**config.mk**
```make
export PLATFORM = sky130hd
export DESIGN_NAME = host_command_test_port
export DESIGN_NICKNAME = d
export VERILOG_FILES = /design/src/common/hcp_pkg.sv /design/src/hw/onehot_check.sv /design/src/hw/param_reg.sv /design/src/hw/host_command_test_port.sv
export SDC_FILE = /design/constraint.sdc
export NUM_CORES = 1
export LEC_CHECK = 0
export BUFFER_PORTS_ARGS = -buffer_cell sky130_fd_sc_hd__buf_2
export CAP_MARGIN = 40
export CORE_ASPECT_RATIO = 0.7
export CORE_UTILIZATION = 36
export CTS_CLUSTER_DIAMETER = 30
export CTS_CLUSTER_SIZE = 16
export DETAILED_ROUTE_END_ITERATION = 10
export GPL_TIMING_DRIVEN = 0
export PLACE_DENSITY = 0.64
export SYNTH_ARGS = -nofsm -noshare
export SYNTH_HDL_FRONTEND = slang
export SYNTH_HIERARCHICAL = 1
export SYNTH_SLANG_ARGS = --single-unit
```
**constraint.sdc**
```tcl
create_clock -name CLK -period 4.1 [get_ports CLK]
set_input_delay 0.41 -clock CLK [delete_from_list [all_inputs] [get_ports CLK]]
set_output_delay 0.41 -clock CLK [all_outputs]
set_load 0.03 [all_outputs]
```
**src/common/hcp_pkg.sv**
```systemverilog
// Shared constants and types for the host command and test port
package hcp_pkg;

  // Two-port register word addresses
  localparam logic [1:0] ADDR_CMD = 2'h0;
  localparam logic [1:0] ADDR_ERR = 2'h1;
  localparam logic [1:0] ADDR_P1  = 2'h2;
  localparam logic [1:0] ADDR_P2  = 2'h3;

  // Command register bit positions, control layout
  localparam int BIT_TEST      = 15;
  localparam int BIT_HARD_RESET = 14;
  localparam int BIT_IDENTIFY  = 10;
  localparam int BIT_SHM_OFF   = 8;
  localparam int BIT_SHM_SHOW  = 7;
  localparam int BIT_SHM_ON    = 6;
  localparam int BIT_CONFIG    = 4;
  localparam int BIT_DEBUG     = 3;
  localparam int BIT_RESTART   = 2;
  localparam int BIT_DMA       = 1;
  localparam int BIT_TRAP      = 0;

  // Debug layout exit bits
  localparam int DBG_EXIT      = 15;
  localparam int DBG_PROCEED   = 4;
  localparam int DBG_GO        = 3;

  // Error register bits
  localparam int ERR_CMD       = 15;
  localparam int ERR_DMA       = 14;

  // Field layouts
  localparam int SEL_W          = 11;
  localparam int SHM_BASE_W     = 10;
  localparam int CFG_SWITCH_LSB = 4;
  localparam int CFG_ROM_LSB    = 1;
  localparam logic [15:0] RESTART_USE_SWITCH = 16'h0008;

  // Reset values
  localparam logic [15:0] CMD_RESET   = 16'h0000;
  localparam logic [15:0] ERR_RESET   = 16'h0000;
  localparam logic [15:0] PARAM_RESET = 16'h0000;

  typedef struct packed {
    logic        wr;
    logic        rd;
    logic [1:0]  addr;
    logic [15:0] wdata;
  } host_req_t;

  typedef enum logic [1:0] {
    ENG_TEST,
    ENG_DMA,
    ENG_TRAP,
    ENG_RESTART
  } eng_kind_t;

  typedef struct packed {
    logic             start;
    eng_kind_t        kind;
    logic [SEL_W-1:0] sel;
    logic [15:0]      arg_a;
    logic [15:0]      arg_b;
  } eng_req_t;

endpackage

```
**src/hw/onehot_check.sv**
```systemverilog
// Flags a vector with exactly one bit set
`timescale 1ns/10ps
module onehot_check #(
  parameter int W = 11
) (
  // Vector under test
  input  wire logic [W-1:0] vec,
  // Result
  output logic              one
);

  always_comb begin
    one = (vec != '0) && ((vec & (vec - W'(1))) == '0);
  end

endmodule // onehot_check

```
**src/hw/param_reg.sv**
```systemverilog
// Two-port parameter word, local load wins over host write
`timescale 1ns/10ps
module param_reg #(
  parameter logic [15:0] RESET_VAL = 16'h0000
) (
  // Clock and reset
  input  wire logic        clk,
  input  wire logic        rst_b,
  // Host side
  input  wire logic        host_we,
  input  wire logic [15:0] host_d,
  // Local side
  input  wire logic        load,
  input  wire logic [15:0] load_d,
  // Contents
  output logic [15:0]      q
);

  logic [15:0] next_q;

  // Device results must not be lost to a colliding host write
  always_comb begin
    next_q = q;
    if (load) begin
      next_q = load_d;
    end else if (host_we) begin
      next_q = host_d;
    end
  end

  always_ff @(posedge clk) begin
    if (!rst_b) begin
      q <= RESET_VAL;
    end else begin
      q <= next_q;
    end
  end

endmodule // param_reg

```
**src/hw/host_command_test_port.sv**
```systemverilog
// Host command and test register interpreter of the two-port file
`timescale 1ns/10ps
module host_command_test_port
  import hcp_pkg::*;
#(
  parameter logic [15:0] BOARD_ID = 16'h00a5  // Arbitrary value
) (
  // Clock and reset
  input  wire logic             CLK,
  input  wire logic             RST_B,
  // Host port of the register file
  input  wire host_req_t        HOST_REQ,
  output logic [15:0]           HOST_RDATA,
  // Local power-up request, same cycle as the write
  output logic                  LOCAL_POWERUP,
  // Board straps
  input  wire logic [3:0]       BOOT_SWITCH,
  input  wire logic [1:0]       ROM_SIZE,
  // Long-running operation engine
  output eng_req_t              ENG_REQ,
  input  wire logic             ENG_DONE,
  input  wire logic             ENG_FAIL,
  input  wire logic [15:0]      ENG_DATA,
  // Local firmware clear of the error word
  input  wire logic             ERR_CLEAR,
  // Shared memory and mode state
  output logic                  SHM_ENABLE,
  output logic [SHM_BASE_W-1:0] SHM_BASE,
  output logic [15:0]           SHM_BLOCKS,
  output logic                  DEBUG_MODE,
  output logic                  UPPER_CLEAR
);

  typedef enum {ST_IDLE, ST_EXEC, ST_DEBUG} state_t;

  state_t                state, next_state;
  logic [15:0]           cmd, next_cmd;
  logic [15:0]           err, next_err;
  logic                  shm_en, next_shm_en;
  logic [SHM_BASE_W-1:0] shm_base, next_shm_base;
  logic [15:0]           shm_blocks, next_shm_blocks;
  eng_req_t              eng_req, next_eng_req;
  logic [15:0]           rdata, next_rdata;
  logic                  upper_clear, next_upper_clear;
  logic [15:0]           p1, p2, p1_val, p2_val;
  logic                  p1_load, p2_load, p1_we, p2_we;
  logic                  host_cmd_wr, hard_reset, sel_one;
  logic                  set_cmd_err, set_dma;
  logic [15:0]           wd;

  assign wd          = HOST_REQ.wdata;
  assign host_cmd_wr = HOST_REQ.wr && (HOST_REQ.addr == ADDR_CMD);
  // No gating: must act even with firmware or enables missing
  assign hard_reset  = host_cmd_wr && wd[BIT_HARD_RESET];
  assign p1_we = HOST_REQ.wr && (HOST_REQ.addr == ADDR_P1) && !hard_reset;
  assign p2_we = HOST_REQ.wr && (HOST_REQ.addr == ADDR_P2) && !hard_reset;

  onehot_check #(.W(SEL_W)) u_sel_check (
    .vec (wd[SEL_W-1:0]),
    .one (sel_one)
  );

  param_reg #(.RESET_VAL(PARAM_RESET)) u_first_param (
    .clk     (CLK),
    .rst_b   (RST_B),
    .host_we (p1_we),
    .host_d  (wd),
    .load    (p1_load),
    .load_d  (p1_val),
    .q       (p1)
  );

  param_reg #(.RESET_VAL(PARAM_RESET)) u_second_param (
    .clk     (CLK),
    .rst_b   (RST_B),
    .host_we (p2_we),
    .host_d  (wd),
    .load    (p2_load),
    .load_d  (p2_val),
    .q       (p2)
  );

  always_comb begin
    next_state       = state;
    next_cmd         = cmd;
    next_err         = err;
    next_shm_en      = shm_en;
    next_shm_base    = shm_base;
    next_shm_blocks  = shm_blocks;
    next_eng_req     = eng_req;
    next_eng_req.start = 1'b0;
    next_upper_clear = 1'b0;
    p1_load          = 1'b0;
    p1_val           = p1;
    p2_load          = 1'b0;
    p2_val           = p2;
    set_cmd_err      = 1'b0;
    set_dma          = 1'b0;
    if (ERR_CLEAR) begin
      next_err = ERR_RESET;
    end
    unique case (state)
      ST_IDLE: begin
        if (host_cmd_wr) begin
          next_cmd = CMD_RESET;
          if (!sel_one) begin
            set_cmd_err = 1'b1;
          end else if (wd[BIT_TEST]) begin
            // Stored cleaned so unused bits read zero
            next_cmd = {1'b1, 4'h0, wd[SEL_W-1:0]};
            p1_load  = 1'b1;
            p1_val   = PARAM_RESET;
            next_eng_req = '{start: 1'b1, kind: ENG_TEST,
                             sel: wd[SEL_W-1:0], arg_a: p1,
                             arg_b: p2};
            next_state = ST_EXEC;
          end else if (wd[BIT_IDENTIFY]) begin
            p1_load = 1'b1;
            p1_val  = BOARD_ID;
          end else if (wd[BIT_SHM_OFF]) begin
            if (shm_en) begin
              next_shm_en = 1'b0;
            end else begin
              set_cmd_err = 1'b1;
            end
          end else if (wd[BIT_SHM_SHOW]) begin
            if (shm_en) begin
              p1_load = 1'b1;
              p1_val  = 16'(shm_base);
              p2_load = 1'b1;
              p2_val  = shm_blocks;
            end else begin
              set_cmd_err = 1'b1;
            end
          end else if (wd[BIT_SHM_ON]) begin
            next_shm_en     = 1'b1;
            next_shm_base   = p2[SHM_BASE_W-1:0];
            next_shm_blocks = p1;
          end else if (wd[BIT_CONFIG]) begin
            p2_load = 1'b1;
            p2_val  = (16'(BOOT_SWITCH) << CFG_SWITCH_LSB)
                    | (16'(ROM_SIZE) << CFG_ROM_LSB);
          end else if (wd[BIT_DEBUG]) begin
            next_cmd   = wd;
            next_state = ST_DEBUG;
          end else if (wd[BIT_RESTART]) begin
            if (p2 > RESTART_USE_SWITCH) begin
              set_cmd_err = 1'b1;
            end else begin
              next_cmd = wd;
              next_eng_req = '{start: 1'b1, kind: ENG_RESTART,
                               sel: wd[SEL_W-1:0], arg_a: p1,
                               arg_b: (p2 == RESTART_USE_SWITCH) ?
                                 16'(BOOT_SWITCH) : p2};
              next_state = ST_EXEC;
            end
          end else if (wd[BIT_DMA] || wd[BIT_TRAP]) begin
            next_cmd = wd;
            // Offset tag or PC in arg_a, segment tag or PSW in arg_b
            next_eng_req = '{start: 1'b1,
                             kind: wd[BIT_DMA] ? ENG_DMA : ENG_TRAP,
                             sel: wd[SEL_W-1:0], arg_a: p1,
                             arg_b: p2};
            next_state = ST_EXEC;
          end
        end
      end
      ST_EXEC: begin
        // Host command writes are ignored here, except hard reset
        if (ENG_DONE) begin
          next_cmd   = CMD_RESET;
          next_state = ST_IDLE;
          if (eng_req.kind == ENG_TEST) begin
            if (ENG_FAIL) begin
              p1_load = 1'b1;
              p1_val  = p1 | 16'(eng_req.sel);
            end
            next_upper_clear = eng_req.sel[SEL_W-1];
          end else if (eng_req.kind == ENG_DMA) begin
            set_dma = 1'b1;
            p1_load = 1'b1;
            p1_val  = ENG_DATA;
          end else begin
            set_cmd_err = ENG_FAIL;
          end
        end
      end
      ST_DEBUG: begin
        if (host_cmd_wr) begin
          if (wd[DBG_EXIT] || wd[DBG_PROCEED] || wd[DBG_GO]) begin
            next_cmd   = CMD_RESET;
            next_state = ST_IDLE;
          end else begin
            next_cmd = wd;
          end
        end
      end
    endcase
    // Set wins over a same-cycle ERR_CLEAR; a hard reset below still clears both bits
    if (set_cmd_err) begin
      next_err[ERR_CMD] = 1'b1;
    end
    if (set_dma) begin
      next_err[ERR_DMA] = 1'b1;
    end
    if (hard_reset) begin
      next_state      = ST_IDLE;
      next_cmd        = CMD_RESET;
      next_err        = ERR_RESET;
      next_shm_en     = 1'b0;
      next_shm_base   = '0;
      next_shm_blocks = PARAM_RESET;
      next_eng_req    = '0;
      next_upper_clear = 1'b0;
      p1_load = 1'b1;
      p1_val  = PARAM_RESET;
      p2_load = 1'b1;
      p2_val  = 16'(BOOT_SWITCH) << CFG_SWITCH_LSB;
    end
    next_rdata = rdata;
    if (HOST_REQ.rd) begin
      unique case (HOST_REQ.addr)
        ADDR_CMD: next_rdata = cmd;
        ADDR_ERR: next_rdata = err;
        ADDR_P1:  next_rdata = p1;
        ADDR_P2:  next_rdata = p2;
      endcase
    end
  end

  always_ff @(posedge CLK) begin
    if (!RST_B) begin
      state       <= ST_IDLE;
      cmd         <= CMD_RESET;
      err         <= ERR_RESET;
      shm_en      <= 1'b0;
      shm_base    <= '0;
      shm_blocks  <= PARAM_RESET;
      eng_req     <= '0;
      rdata       <= 16'h0000;
      upper_clear <= 1'b0;
    end else begin
      state       <= next_state;
      cmd         <= next_cmd;
      err         <= next_err;
      shm_en      <= next_shm_en;
      shm_base    <= next_shm_base;
      shm_blocks  <= next_shm_blocks;
      eng_req     <= next_eng_req;
      rdata       <= next_rdata;
      upper_clear <= next_upper_clear;
    end
  end

  assign HOST_RDATA    = rdata;
  assign LOCAL_POWERUP = hard_reset;
  assign ENG_REQ       = eng_req;
  assign SHM_ENABLE    = shm_en;
  assign SHM_BASE      = shm_base;
  assign SHM_BLOCKS    = shm_blocks;
  assign DEBUG_MODE    = (state == ST_DEBUG);
  assign UPPER_CLEAR   = upper_clear;

  logic idle_wr;
  assign idle_wr = (state == ST_IDLE) && host_cmd_wr && !wd[BIT_HARD_RESET];
endmodule // host_command_test_port

```
== After elaboration in Yosys (flattened, before gate mapping) ==
Cells that the tools add are included.
Cells by class
  add/sub/neg operators: 1
  shifts and indexed selects: 0
  multiply operators: 0
  order comparisons: 1
  divide/modulo/power cells: 0
  multiplexer cells: 121
  equal/unequal tests: 46
  reduce and logical (&&, ||, !) cells: 32
  bitwise operators: 14
Operators with widths (count)
  $mux 16: 42
  $mux 32: 15
  $mux 46: 10
  $pmux 32 s3: 1
  $pmux 16 s4: 1
  $pmux 16 s3: 1
  $mux 1: 45
  $eq 32x1->1 const B: 1
  $eq 32x2->1 const B: 1
  $eq 32x3->1 const B: 1
  $logic_not 32->1: 1
  $pmux 16 s2: 1
  $mux 15: 2
  $ne 5x5->1 const B: 4
  $reduce_and 10->1: 2
  $ne 3x3->1 const B: 6
  $ne 6x6->1 const B: 3
  $eq 16x4->1 const B: 1
  $gt 16x4->1 const B: 1
  $or 16x11->16: 1
  $ne 2x1->1 const B: 7
  $ne 4x3->1 const B: 3
  $ne 4x4->1 const B: 3
  $reduce_and 12->1: 1
  other kinds (26): 61
Word-level totals
  logic and storage cells: 231
  latch bits: 0
  register bits: 172
  memory bits (writable): 0
  memories: 0
  input port bits: 47
  bits in read-only memories: 0

== Logic depth before layout (Yosys ltp) ==
Gate-level depths: netlist of run 1.
  depth after elaboration: 14
  gate-level depth with buffers: 13

== By module ==
The synthesis of run 1 kept the hierarchy.
By module, submodules not included
  host_command_test_port: cells an instance 758, seq. area each 2202.1 um^2, area each 5918.2 um^2, times used 1
  param_reg: cells an instance 71, seq. area each 320.3 um^2, area each 852.1 um^2, times used 2
  onehot_check: cells an instance 16, seq. area each 0.0 um^2, area each 123.9 um^2, times used 1

== Worst setup path after synthesis of run 1 ==
Ideal clock, no wire load.
  path kind: input port to flip-flop
  from: in HOST_REQ[0] (netlist bit)
  to: reg u_second_param.q[3]
  stages on the path: 12
  arrival time: 3489 ps
  library setup time: 116 ps
  slack: 495 ps
  buffers on the path: 3
  path through: or4_4 -> nor4_4 -> mux2i_1 -> nor3_2 -> nand4bb_1 -> clkbuf_1 -> nor4_1 -> or3_1 -> clkbuf_1 -> clkbuf_1 -> or2b_1 -> o211a_1
On the way
  word-level cells in the longest chain between the ends: 10
RTL lines
  start: declaration: RTL line host_command_test_port.sv:12  | input wire host_req_t HOST_REQ,
  $sub 11x1->11: RTL line onehot_check.sv:13  | one = (vec != '0) && ((vec & (vec - W'(1))) == '0);
  $and 11x11->11: RTL line onehot_check.sv:13
  $logic_not 11->1: RTL line onehot_check.sv:13
  $logic_and 1x1->1 (*): RTL line onehot_check.sv:13
  named net sel_one: RTL line host_command_test_port.sv:47  | logic host_cmd_wr, hard_reset, sel_one;
  $mux 1 (*): RTL line host_command_test_port.sv:106  | if (!sel_one) begin
  $mux 1 (*): RTL line host_command_test_port.sv:104  | if (host_cmd_wr) begin
  $mux 1 (*): RTL line host_command_test_port.sv:102  | unique case (state)
  $mux 1 (*): RTL line host_command_test_port.sv:206  | if (hard_reset) begin
  named net p2_load: RTL line host_command_test_port.sv:46  | logic p1_load, p2_load, p1_we, p2_we;
  $ne 4x3->1 (no line) (tied with other cells)
  $reduce_and 10->1 (no line)
  end signal: assignment: RTL line param_reg.sv:35  | q <= next_q;
  end: declaration: RTL line param_reg.sv:16  | output logic [15:0] q
The timed path passes the listed nets; every way through them passes the cells marked *.
A chain may end at the register's enable or synchronous reset.

== Final worst setup path of run 1 ==
  from: in HOST_REQ[0] (netlist bit)
  to: reg u_second_param.q[6]
On the way
  word-level cells in the longest chain between the ends: 10
RTL lines (RTL line)
  $sub 11x1->11: onehot_check.sv:13
  $and 11x11->11: onehot_check.sv:13
  $logic_not 11->1: onehot_check.sv:13
  $logic_and 1x1->1 (*): onehot_check.sv:13
  named net sel_one: host_command_test_port.sv:47
  $mux 1: host_command_test_port.sv:106
  $mux 1: host_command_test_port.sv:104
  $mux 1: host_command_test_port.sv:102
  $mux 1: host_command_test_port.sv:206
  $ne 4x3->1 (no line) (tied with other cells)
  $reduce_and 10->1 (no line)
Marked as above.

==> summary.md, run 1 <==
| Metric | Value |
|---|---|
| Endpoint arrival time on the critical path | `between 4 and 5 ns` |
| FF/Latch Area | `approximately 2800 um^2` |
| Global-route wire length before repair | `roughly 45 mm` |
| Post-synth top flop | `dfxtp_1` |
| Mapped Area | `around 7700 um^2` |
| First-pass iteration count of the detailed router | `5` |
| Sum of internal, switching and leakage power | `3.56 mW` |
| RSZ-0062 raised after global routing | `no` |
| Final design utilization | `between 40% and 50%` |
| Die area | `around 22000 um^2` |
| Worst rel slew slack | `41.7%` |
| Synth cell types | `between 70 and 80` |
| CTS H-Tree Depth | `4` |
| Main area contributors after synthesis | `dfxtp_1 (37%), a21oi_1 (6.1%), o211a_1 (5.9%)` |
| Diodes inserted | `0` |
| Final setup violation count | `0` |
| Worst-margin pin slew | `between 0.8 and 0.9 ns` |
| Final nets | `between 1000 and 1500` |
| Cell with the most instances after synthesis | `dfxtp_1` |
| Grt total ovfl | `0` |
| Leakage Power | `~4.1 nW` |
| Root Buffer | `clkbuf_16` |
| Pwr Density | `approximately 380 nW/um^2` |
| Ports | `139` |
| Area of the multi-input gates | `about 4500 um^2` |
| Vias per Instance | `between 5 and 6` |
| Count of warnings emitted by yosys | `6` |
| Endpoint required time on the critical path | `about 4.5 ns` |
| Initial cell density of the core | `37.0%` |
| Result of the run | `completed` |
| Synth top cells by count | `dfxtp_1 (142), nand2_1 (117), a21oi_1 (94)` |
| Number of global-route vias before repair | `7328` |
| Die outline height | `between 100 and 150 um` |
| Maximum ir drop on the vdd rail | `~0.27 mV` |
| Placed instance area | `between 8000 and 9000 um^2` |
| Total CTS buffers | `17` |
| Sequential cell area fraction in the yosys report | `36.7%` |
| Hold Buf Count CTS | `0` |
| Routed len/inst | `between 20 and 25 um` |
| Clock insertion delay at the later pin of the skew report | `approximately 0.44 ns` |
| Clock-pin slew of the registers on the worst-case setup and hold paths | `0.06 ns` |
| Critical setup path kind | `primary input to flip-flop` |
| Count of unresolved DRC violations after routing | `0` |
| Clock tree from TritonCTS | `yes` |
| Final setup TNS | `0 ns` |
| Final critical path time including I/O delays and setup | `~3.9 ns` |
| Horizontal die dimension | `177 um` |
| Post-DP HPWL | `23.1 mm` |
| Iteration-0 DRC Markers | `947` |
| Crit path capture type | `flip-flop` |
| Total global routing track utilization | `27.6%` |
| Fraction of layout instances using a drive strength above 1 | `roughly a quarter` |
| Number of vias in the routed layout | `between 8000 and 9000` |
| Setup crit start kind | `primary input` |
| Clock buffer depth | `2` |
| #FFs+latches synth | `142` |
| Standard-cell rows | `44` |
| Max Transition Viols Final | `0` |
| Fillcell total | `2151` |
| Max frequency | `between 200 and 300 MHz` |
| GP Congestion | `0.950` |
| Area of the core | `~21000 um^2` |
| Max-cap violations | `0` |
| Period utilisation layout | `a little over nine tenths` |
| Post-synth EDFFs | `0` |
| Worst hold path type | `primary input to flip-flop` |
| Maximum number of pins on one net before global-route repair | `17` |
| Highest fanout seen on the critical path | `10` |
| Drt total wl | `slightly above 30 mm` |
| Final Hold Fails | `0` |
| Proportion of register bits with asynchronous set or reset after synthesis | `0%` |
| Antenna violations before repair | `0` |
| IO buf count | `about 140` |
| Dominant cell type by area after synthesis | `dfxtp_1` |
| Synth top area share | `36.7%` |
| Signed area change from the synthesized netlist to the final layout | `21.9%` |
| Syn nets | `roughly 970` |
| Clock sink total | `~140` |
| Final worst hold slack | `approximately 0.29 ns` |
| Design area | `about 9400 um^2` |
| Number of routed nets with antenna violations | `0` |
| Worst clock skew on the final layout | `between 0.01 and 0.015 ns` |
| Average cell area after synthesis | `between 8 and 9 um^2` |
| Cells after synthesis | `916` |
-- worst max-delay path, cell delays in order --
cell and delay [ns]:
buf_2 0.21, or4_4 0.61, nor4_4 0.24, mux2i_1 0.13, nor3_2 0.41, nand4bb_1 0.22, clkbuf_1 0.26, nor4_1 0.31
clkdlybuf4s18_2 0.30, or3_1 0.35, buf_2 0.30, buf_2 0.30, o211a_1 0.20
-- cell type report --
class                      count  area share (%)
buffer                        75            3.72
clock buffer                  19            4.80
clock inverter                10            1.99
inverter                      17           0.676
multi-input combinational    681            47.6
sequential                   142            30.1
tap                          276            3.66
timing repair buffer         139            7.44
-- registers in the layout, summed over array words and instances, names as in the netlist --
signal	flops
ENG_REQ	46
HOST_RDATA	16
SHM_BASE	10
SHM_BLOCKS	16
SHM_ENABLE	1
UPPER_CLEAR	1
cmd	16
err	2
state	2
u_first_param/q	16
u_second_param/q	16
-- final timing paths --
kind                                       to             startpoint  depth (start not counted)  slack, ns
min                      cmd[12]$_SDFFE_PP0P_           HOST_REQ[12]                          2       0.29
max reg2reg  u_second_param/q[6]$_SDFFE_PN0P_  state[0]$_SDFFE_PP0P_                          9       1.36
max          u_second_param/q[6]$_SDFFE_PN0P_            HOST_REQ[0]                         13       0.20
min reg2reg               cmd[3]$_SDFFE_PP0P_    cmd[3]$_SDFFE_PP0P_                          2       0.45
-- report_power, final --
group / total [mW] / switching (mW) / internal, mW
sequential: 1.46 / 0.0530 / 1.41
combinational: 0.382 / 0.235 / 0.147
clock: 1.72 / 0.621 / 1.10
total: 3.56 / 0.908 / 2.66
-- repair_timing --
item,in CTS,in global routing
setup endpoints to repair,10,33
pin swaps,0,1
gates resized for setup,1,3
cloned,0,0
setup buffers,0,1
-- metal layers --
layer	global-route usage, %	up-vias	wire [um]
li1	-	3666	-
met1	42.5	3821	14400
met2	37.3	495	12100
met3	6.41	61	3550
met4	7.99	0	655
met5	0	-	0
-- through the flow --
step | setup WS, ns | std cells
2_1_floorplan | 0.495 | 916
3_3_place_gp | -0.560 | 1329
3_5_place_dp | -0.490 | 1330
4_1_cts | 0.118 | 1359
5_1_grt | 0.00626 | 1359
6_report | 0.197 | 1359
-- cells by family after synthesis --
group                      after synthesis  synth area share [%]
and+or+nand+nor                        301                  19.4
DFF                                    142                  36.7
muxes                                   59                  9.76
adders and majority gates                4                 0.614
xor gates and xnor gates                 1                 0.113
buffers and inverters                   93                  5.39
AOI/OAI and AO/OA                      316                  28.0
-- placed cells by master, fill, tap and decap left out, drive strengths merged, types with 4 or more instances in the layout --
cell	count
nand3	36
nor2b	7
a22o	9
a32o	6
buf	161
o21bai	10
nor3	7
or4	7
a21o	4
nand2	118
o211ai	12
nor2	52
bufinv	5
mux2i	5
nand2b	33
or3	5
inv	18
nand4	5
mux2	52
clkbuf	71
o221ai	5
a22oi	38
a21oi	94
a211oi	8
o21ai	62
dfxtp	142
a21boi	4
o211a	46
Power figures use the tool's default switching activity.
==> run 2: changes to the inputs <==
--- a/config.mk
+++ b/config.mk
@@ -5,15 +5,15 @@
 export SDC_FILE = /design/constraint.sdc
 export NUM_CORES = 1
 export LEC_CHECK = 0
-export BUFFER_PORTS_ARGS = -buffer_cell sky130_fd_sc_hd__buf_2
 export CAP_MARGIN = 40
 export CORE_ASPECT_RATIO = 0.7
 export CORE_UTILIZATION = 36
 export CTS_CLUSTER_DIAMETER = 30
 export CTS_CLUSTER_SIZE = 16
 export DETAILED_ROUTE_END_ITERATION = 10
+export DONT_BUFFER_PORTS = 1
 export GPL_TIMING_DRIVEN = 0
-export PLACE_DENSITY = 0.64
+export PLACE_DENSITY = 0.58
 export SYNTH_ARGS = -nofsm -noshare
 export SYNTH_HDL_FRONTEND = slang
 export SYNTH_HIERARCHICAL = 1
==> run 2 against run 1 <==
Effect of this change:
- clock skew about the same
- sequential share of layout area rose by 2.2 points
- critical path type unchanged
- total power is 0.73% lower
- critical endpoint is now u_second_param/q[3]$_SDFFE_PN0P_
- sequential power barely moved
- flip-flop and latch count stayed put
- maximum frequency is 0.52% lower
==> summary.md, run 2 (synthesized netlist as in run 1, its figures left out) <==
| Metric | Value |
|---|---|
| Result of the run | `completed` |
| GP Congestion | `between 0.9 and 1` |
| Crit path cell chain | `or4_4 > a211oi_1 > nor2_1 > nor3_2 > nand4bb_1 > clkbuf_1 > nor4_1 > clkdlybuf4s18_2 > or3_1 > clkbuf_1 > or2b_1 > o211a_1` |
| Worst-margin pin slew | `just under 0.9 ns` |
| Initial cell density of the core | `37.0%` |
| Signed area change from the synthesized netlist to the final layout | `13.5%` |
| Antenna violations before repair | `0` |
| Clock insertion delay at the later pin of the skew report | `roughly 0.44 ns` |
| Max Transition Viols Final | `0` |
| Worst Path Buf+Inv | `3` |
| Most common cell after layout, fill and taps aside | `dfxtp_1` |
| Final nets | `roughly 990` |
| Final setup violation count | `0` |
| Max-cap violations | `0` |
| Post-DP HPWL | `roughly 23 mm` |
| Sum of internal, switching and leakage power | `approximately 3.5 mW` |
| Horizontal die dimension | `about 180 um` |
| IO buf count | `0` |
| CTS H-Tree Depth | `4` |
| Worst path top cell family by delay | `simple AND/OR/NAND/NOR gates` |
| Worst hold path type | `primary input to flip-flop` |
| Total CTS buffers | `17` |
| Hold Buf Count CTS | `0` |
| Final setup TNS | `0 ns` |
| Count of unresolved DRC violations after routing | `0` |
| Setup crit start kind | `primary input` |
| Die area | `around 22000 um^2` |
| Critical setup path kind | `primary input to flip-flop` |
| Standard-cell rows | `44` |
| Pwr Density | `~400 nW/um^2` |
| Grt total ovfl | `0` |
| Number of cells after detailed placement | `~1200` |
| First-pass iteration count of the detailed router | `8` |
| Number of vias in the routed layout | `7621` |
| Worst rel slew slack | `between 40% and 50%` |
| Total global routing track utilization | `~28%` |
| Flip-flop count of the largest register after layout | `between 40 and 50` |
| Highest fanout seen on the critical path | `10` |
| Root Buffer | `clkbuf_16` |
| Endpoint required time on the critical path | `4.43 ns` |
| Global-route wire length before repair | `45.5 mm` |
| Clock sink total | `approximately 140` |
| Clock tree from TritonCTS | `yes` |
| Leakage Power | `roughly 3.5 nW` |
| Final critical path time including I/O delays and setup | `just under 4 ns` |
| Period utilisation layout | `95.7%` |
| Number of global-route vias before repair | `about 7000` |
| Die outline height | `between 100 and 150 um` |
| Fraction of layout instances using a drive strength above 1 | `between 10% and 20%` |
| Area of the core | `20900 um^2` |
| Commonest cells after routing, fill and taps aside | `dfxtp_1 (142), nand2_1 (117), a21oi_1 (94)` |
| Non-Filler Instances | `1227` |
| Clock-pin slew of the registers on the worst-case setup and hold paths | `approximately 0.060 ns` |
| CP max-delay cell | `or4_4` |
| Diodes inserted | `0` |
| Iteration-0 DRC Markers | `between 900 and 1000` |
| Fillcell total | `between 2000 and 2500` |
| Critical path's largest stage delay | `roughly 0.56 ns` |
| Routed len/inst | `approximately 25 um` |
| Clock buffer depth | `2` |
| Number of routed nets with antenna violations | `0` |
| Ports | `139` |
| Crit path capture type | `flip-flop` |
| Max frequency | `~250 MHz` |
| Worst clock skew on the final layout | `around 0.011 ns` |
| Endpoint arrival time on the critical path | `~4.3 ns` |
| Maximum ir drop on the vdd rail | `0.291 mV` |
| Crit path top cell by count | `clkbuf_1` |
| Vias per Instance | `~6.2` |
| Drt total wl | `between 30 and 40 mm` |
| Final Hold Fails | `0` |
| RSZ-0062 raised after global routing | `no` |
| Maximum number of pins on one net before global-route repair | `17` |
[run 2: path summary, 6_finish.rpt]
kind / end / from / cells after the start / slack [ns]
setup / recovery: u_second_param/q[3]$_SDFFE_PN0P_ / HOST_REQ[0] / 12 / 0.18
hold / removal: SHM_ENABLE$_SDFFE_PP0P_ / HOST_REQ[8] / 1 / 0.09
setup reg to reg: u_second_param/q[3]$_SDFFE_PN0P_ / SHM_ENABLE$_SDFFE_PP0P_ / 7 / 1.28
hold reg to reg: cmd[15]$_SDFFE_PP0P_ / cmd[15]$_SDFFE_PP0P_ / 2 / 0.47
[run 2: layout make-up]
cell class | instances | area (um^2) | share of cell area (%)
clock inverters | 14 | 230 | 2.62
repair buffers | 4 | 37.5 | 0.427
plain buffers | 75 | 350 | 3.99
multi-input cells | 681 | 4490 | 51.1
well taps | 276 | 345 | 3.93
clock buffers | 18 | 429 | 4.88
flip-flops and latches | 142 | 2840 | 32.3
inverters | 17 | 63.8 | 0.726
[run 2: report_power, final]
group | internal, mW | switching (mW) | total [mW]
Sequential | 1.41 | 0.0703 | 1.48
Clock | 1.09 | 0.668 | 1.76
Combinational | 0.128 | 0.173 | 0.300
Total | 2.63 | 0.911 | 3.54
[run 2: stage by stage]
stage	worst slack, ns	cell area, um^2	util (%)	hold WS (ns)
global placement	-0.482	8090	38.7	0.444
detailed placement	-0.419	8120	38.8	0.458
finish	0.176	8790	42.0	0.0922
floorplan	0.495	7750	-	0.432
CTS	0.193	8780	42.0	0.0840
global route	0.0763	8790	42.0	0.0886
[run 2: routing by layer]
layer | vias up | share of wire [%] | track usage, %
met5 | - | 0 | 0
met4 | 0 | 2.4 | 9.05
met3 | 66 | 13 | 9.25
met2 | 461 | 39 | 36.9
met1 | 3684 | 45 | 40.7
li1 | 3410 | - | -
[run 2: what timing repair did]
action	in CTS	in global routing
resized for setup	1	0
setup buffers	0	1
pin swaps	0	1
endpoints found under the hold margin	0	0
gates cloned	0	0
setup endpoints to repair	1	33
==> run 3: changes to the inputs <==
--- a/config.mk
+++ b/config.mk
@@ -8,7 +8,7 @@
 export CAP_MARGIN = 40
 export CORE_ASPECT_RATIO = 0.7
 export CORE_UTILIZATION = 36
-export CTS_CLUSTER_DIAMETER = 30
+export CTS_CLUSTER_DIAMETER = 80
 export CTS_CLUSTER_SIZE = 16
 export DETAILED_ROUTE_END_ITERATION = 10
 export DONT_BUFFER_PORTS = 1
==> constraint.sdc (replaced) <==
create_clock -name CLK -period 4.1 [get_ports CLK]
set_input_delay 0.205 -clock CLK [delete_from_list [all_inputs] [get_ports CLK]]
set_output_delay 0.205 -clock CLK [all_outputs]
set_load 0.03 [all_outputs]
==> run 3 against run 2 <==
Effect of this change:
- sequential share of layout area decreased by 0.55 points
- count of clock-buffer cells in the layout unchanged
- die area did not move
- non-clock buffer count increased by 15
- first-iteration DRC count decreased by 3.0%
- hold slack worse by 0.068 ns
- sequential power about the same
- total power is 0.68% higher
- clock power about the same
- clock skew fell by 0.00051 ns
- wire length is 2.1% higher
- combinational power grew 7.0%
- critical endpoint unchanged
- highest routed layer unchanged
==> summary.md, run 3 (synthesized netlist as in run 1, its figures left out) <==
| Metric | Value |
|---|---|
| Number of cells after detailed placement | `approximately 1200` |
| Number of vias in the routed layout | `between 7000 and 8000` |
| Post-DP HPWL | `22.8 mm` |
| Crit path launch | `HOST_REQ[0]` |
| First-pass iteration count of the detailed router | `7` |
| Clock buffer depth | `2` |
| Signed area change from the synthesized netlist to the final layout | `15.4%` |
| Routed metal-1 wirelength | `between 10 and 15 mm` |
| Crit path capture type | `flip-flop` |
| Critical path's largest stage delay | `0.56 ns` |
| Clock-pin slew of the registers on the worst-case setup and hold paths | `around 0.070 ns` |
| Final Hold Fails | `0` |
| Clock sink total | `142` |
| Leakage Power | `between 3 and 4 nW` |
| Highest metal used | `met4` |
| Total global routing track utilization | `between 20% and 30%` |
| Worst clock skew on the final layout | `between 0.01 and 0.015 ns` |
| GP Congestion | `approximately 0.96` |
| CTS H-Tree Depth | `4` |
| Die area | `22100 um^2` |
| Critical setup path kind | `primary input to flip-flop` |
| Final setup TNS | `0 ns` |
| Maximum number of pins on one net before global-route repair | `17` |
| Standard-cell rows | `between 40 and 50` |
| Area of the core | `20900 um^2` |
| Horizontal die dimension | `around 180 um` |
| Count of unresolved DRC violations after routing | `0` |
| Root Buffer | `clkbuf_16` |
| Number of global-route vias before repair | `7075` |
| Initial cell density of the core | `37.0%` |
| Ports | `roughly 140` |
| Final setup violation count | `0` |
| Crit path cell chain | `or4_4 > a211oi_1 > nor2_1 > nor3_2 > nand4bb_1 > clkbuf_1 > nor4_1 > clkdlybuf4s18_2 > or3_1 > clkbuf_1 > clkbuf_1 > or2b_1 > o211a_1` |
| Endpoint required time on the critical path | `4.44 ns` |
| Fraction of layout instances using a drive strength above 1 | `between 10% and 20%` |
| Crit path top cell by count | `clkbuf_1` |
| Flip-flop count of the largest register after layout | `46` |
| Worst-margin pin slew | `between 0.9 and 1 ns` |
| Iteration-0 DRC Markers | `between 900 and 1000` |
| RSZ-0062 raised after global routing | `no` |
| Endpoint arrival time on the critical path | `roughly 4.2 ns` |
| Maximum ir drop on the vdd rail | `between 0.2 and 0.3 mV` |
| Non-Filler Instances | `between 1000 and 1500` |
| Most common cell after layout, fill and taps aside | `dfxtp_1` |
| Vias per Instance | `6.18` |
| Final critical path time including I/O delays and setup | `a little under 4 ns` |
| Worst hold path type | `primary input to flip-flop` |
| Clock tree from TritonCTS | `yes` |
| Commonest cells after routing, fill and taps aside | `dfxtp_1 (142), nand2_1 (117), a21oi_1 (94)` |
| Antenna violations before repair | `0` |
| Total CTS buffers | `17` |
| Worst reg2reg path startpoint | `state[0]$_SDFFE_PP0P_` |
| Max Transition Viols Final | `0` |
| CP max-delay cell | `or4_4` |
| Period utilisation layout | `94.6%` |
| Global-route wire length before repair | `between 40 and 50 mm` |
| Drt total wl | `slightly above 30 mm` |
| Pwr Density | `roughly 400 nW/um^2` |
| Met2 routed wirelength | `about 12 mm` |
| Max frequency | `between 200 and 300 MHz` |
| Max-cap violations | `0` |
| Highest fanout seen on the critical path | `10` |
| Die outline height | `125 um` |
| Routed len/inst | `around 25 um` |
| Result of the run | `completed` |
| Setup crit start kind | `primary input` |
| Fillcell total | `about 2100` |
| Number of routed nets with antenna violations | `0` |
| Final nets | `around 1000` |
| Worst rel slew slack | `approximately 36%` |
| Diodes inserted | `0` |
| Hold Crit Start | `HOST_REQ[12]` |
| Clock insertion delay at the later pin of the skew report | `0.44 ns` |
| Grt total ovfl | `0` |
| IO buf count | `0` |
| Met3 wirelength from detailed routing | `approximately 4 mm` |
[run 3: layout make-up]
cell class,instances,area [um^2],area share (%)
inverter,17,63.8,0.714
sequential,142,2840,31.8
clock inverter,14,230,2.57
clock buffer,18,429,4.80
timing repair buffer,18,185,2.07
buffer,76,354,3.96
tap,276,345,3.86
multi-input combinational,681,4490,50.2
[run 3: where the power goes]
part           switching [mW]  internal (mW)  total [mW]  leakage (nW)
Sequential             0.0701           1.41        1.48          1.15
Clock                   0.671           1.09        1.77         0.317
Combinational           0.183          0.138       0.321          2.06
Total                   0.924           2.64        3.56          3.53
[run 3: timing repair]
| action | in CTS | in global routing |
|---|---|---|
| hold buffers | 16 | 0 |
| endpoints found under the hold margin | 25 | 0 |
| resized for setup | 0 | 1 |
| setup buffers | 0 | 0 |
| endpoints found under the setup margin | 0 | 13 |
[run 3: path summary, 6_finish.rpt]
kind                            depth (start not counted)                                end  slack (ns)
worst min-delay path                                    2  u_second_param/q[12]$_SDFFE_PN0P_        0.02
worst min register to register                          2               cmd[15]$_SDFFE_PP0P_        0.46
worst max-delay path                                   13   u_second_param/q[3]$_SDFFE_PN0P_        0.22
worst max register to register                         10   u_second_param/q[3]$_SDFFE_PN0P_        1.12
[run 3: routing by layer]
metal  global-route usage (%)  vias up
li1                         -     3438
met1                     41.1     3705
met2                     37.8      459
met3                     10.2       76
met4                     9.15        0
met5                        0        -
[run 3: per-stage QoR]
| step | util [%] | hold slack (ns) | cell area (um^2) | worst slack (ns) | power (mW) |
|---|---|---|---|---|---|
| floorplan | - | 0.316 | 7750 | 0.700 | 1.70 |
| detailed placement | 38.8 | 0.332 | 8120 | -0.214 | 1.79 |
| finish | 42.7 | 0.0238 | 8940 | 0.223 | 3.56 |
| CTS | 42.7 | 0.0181 | 8940 | 0.188 | 3.57 |
| global route | 42.7 | 0.0169 | 8940 | 0.116 | 3.66 |
| global placement | 38.7 | 0.333 | 8090 | -0.277 | 1.79 |
[run 3: worst max-delay path, delay by kind of cell]
kind | cells | cell delay, ns
buffers and inverters | 4 | 1.44
AOI/OAI and AO/OA | 2 | 0.38
and+or+nand+nor | 7 | 2.17
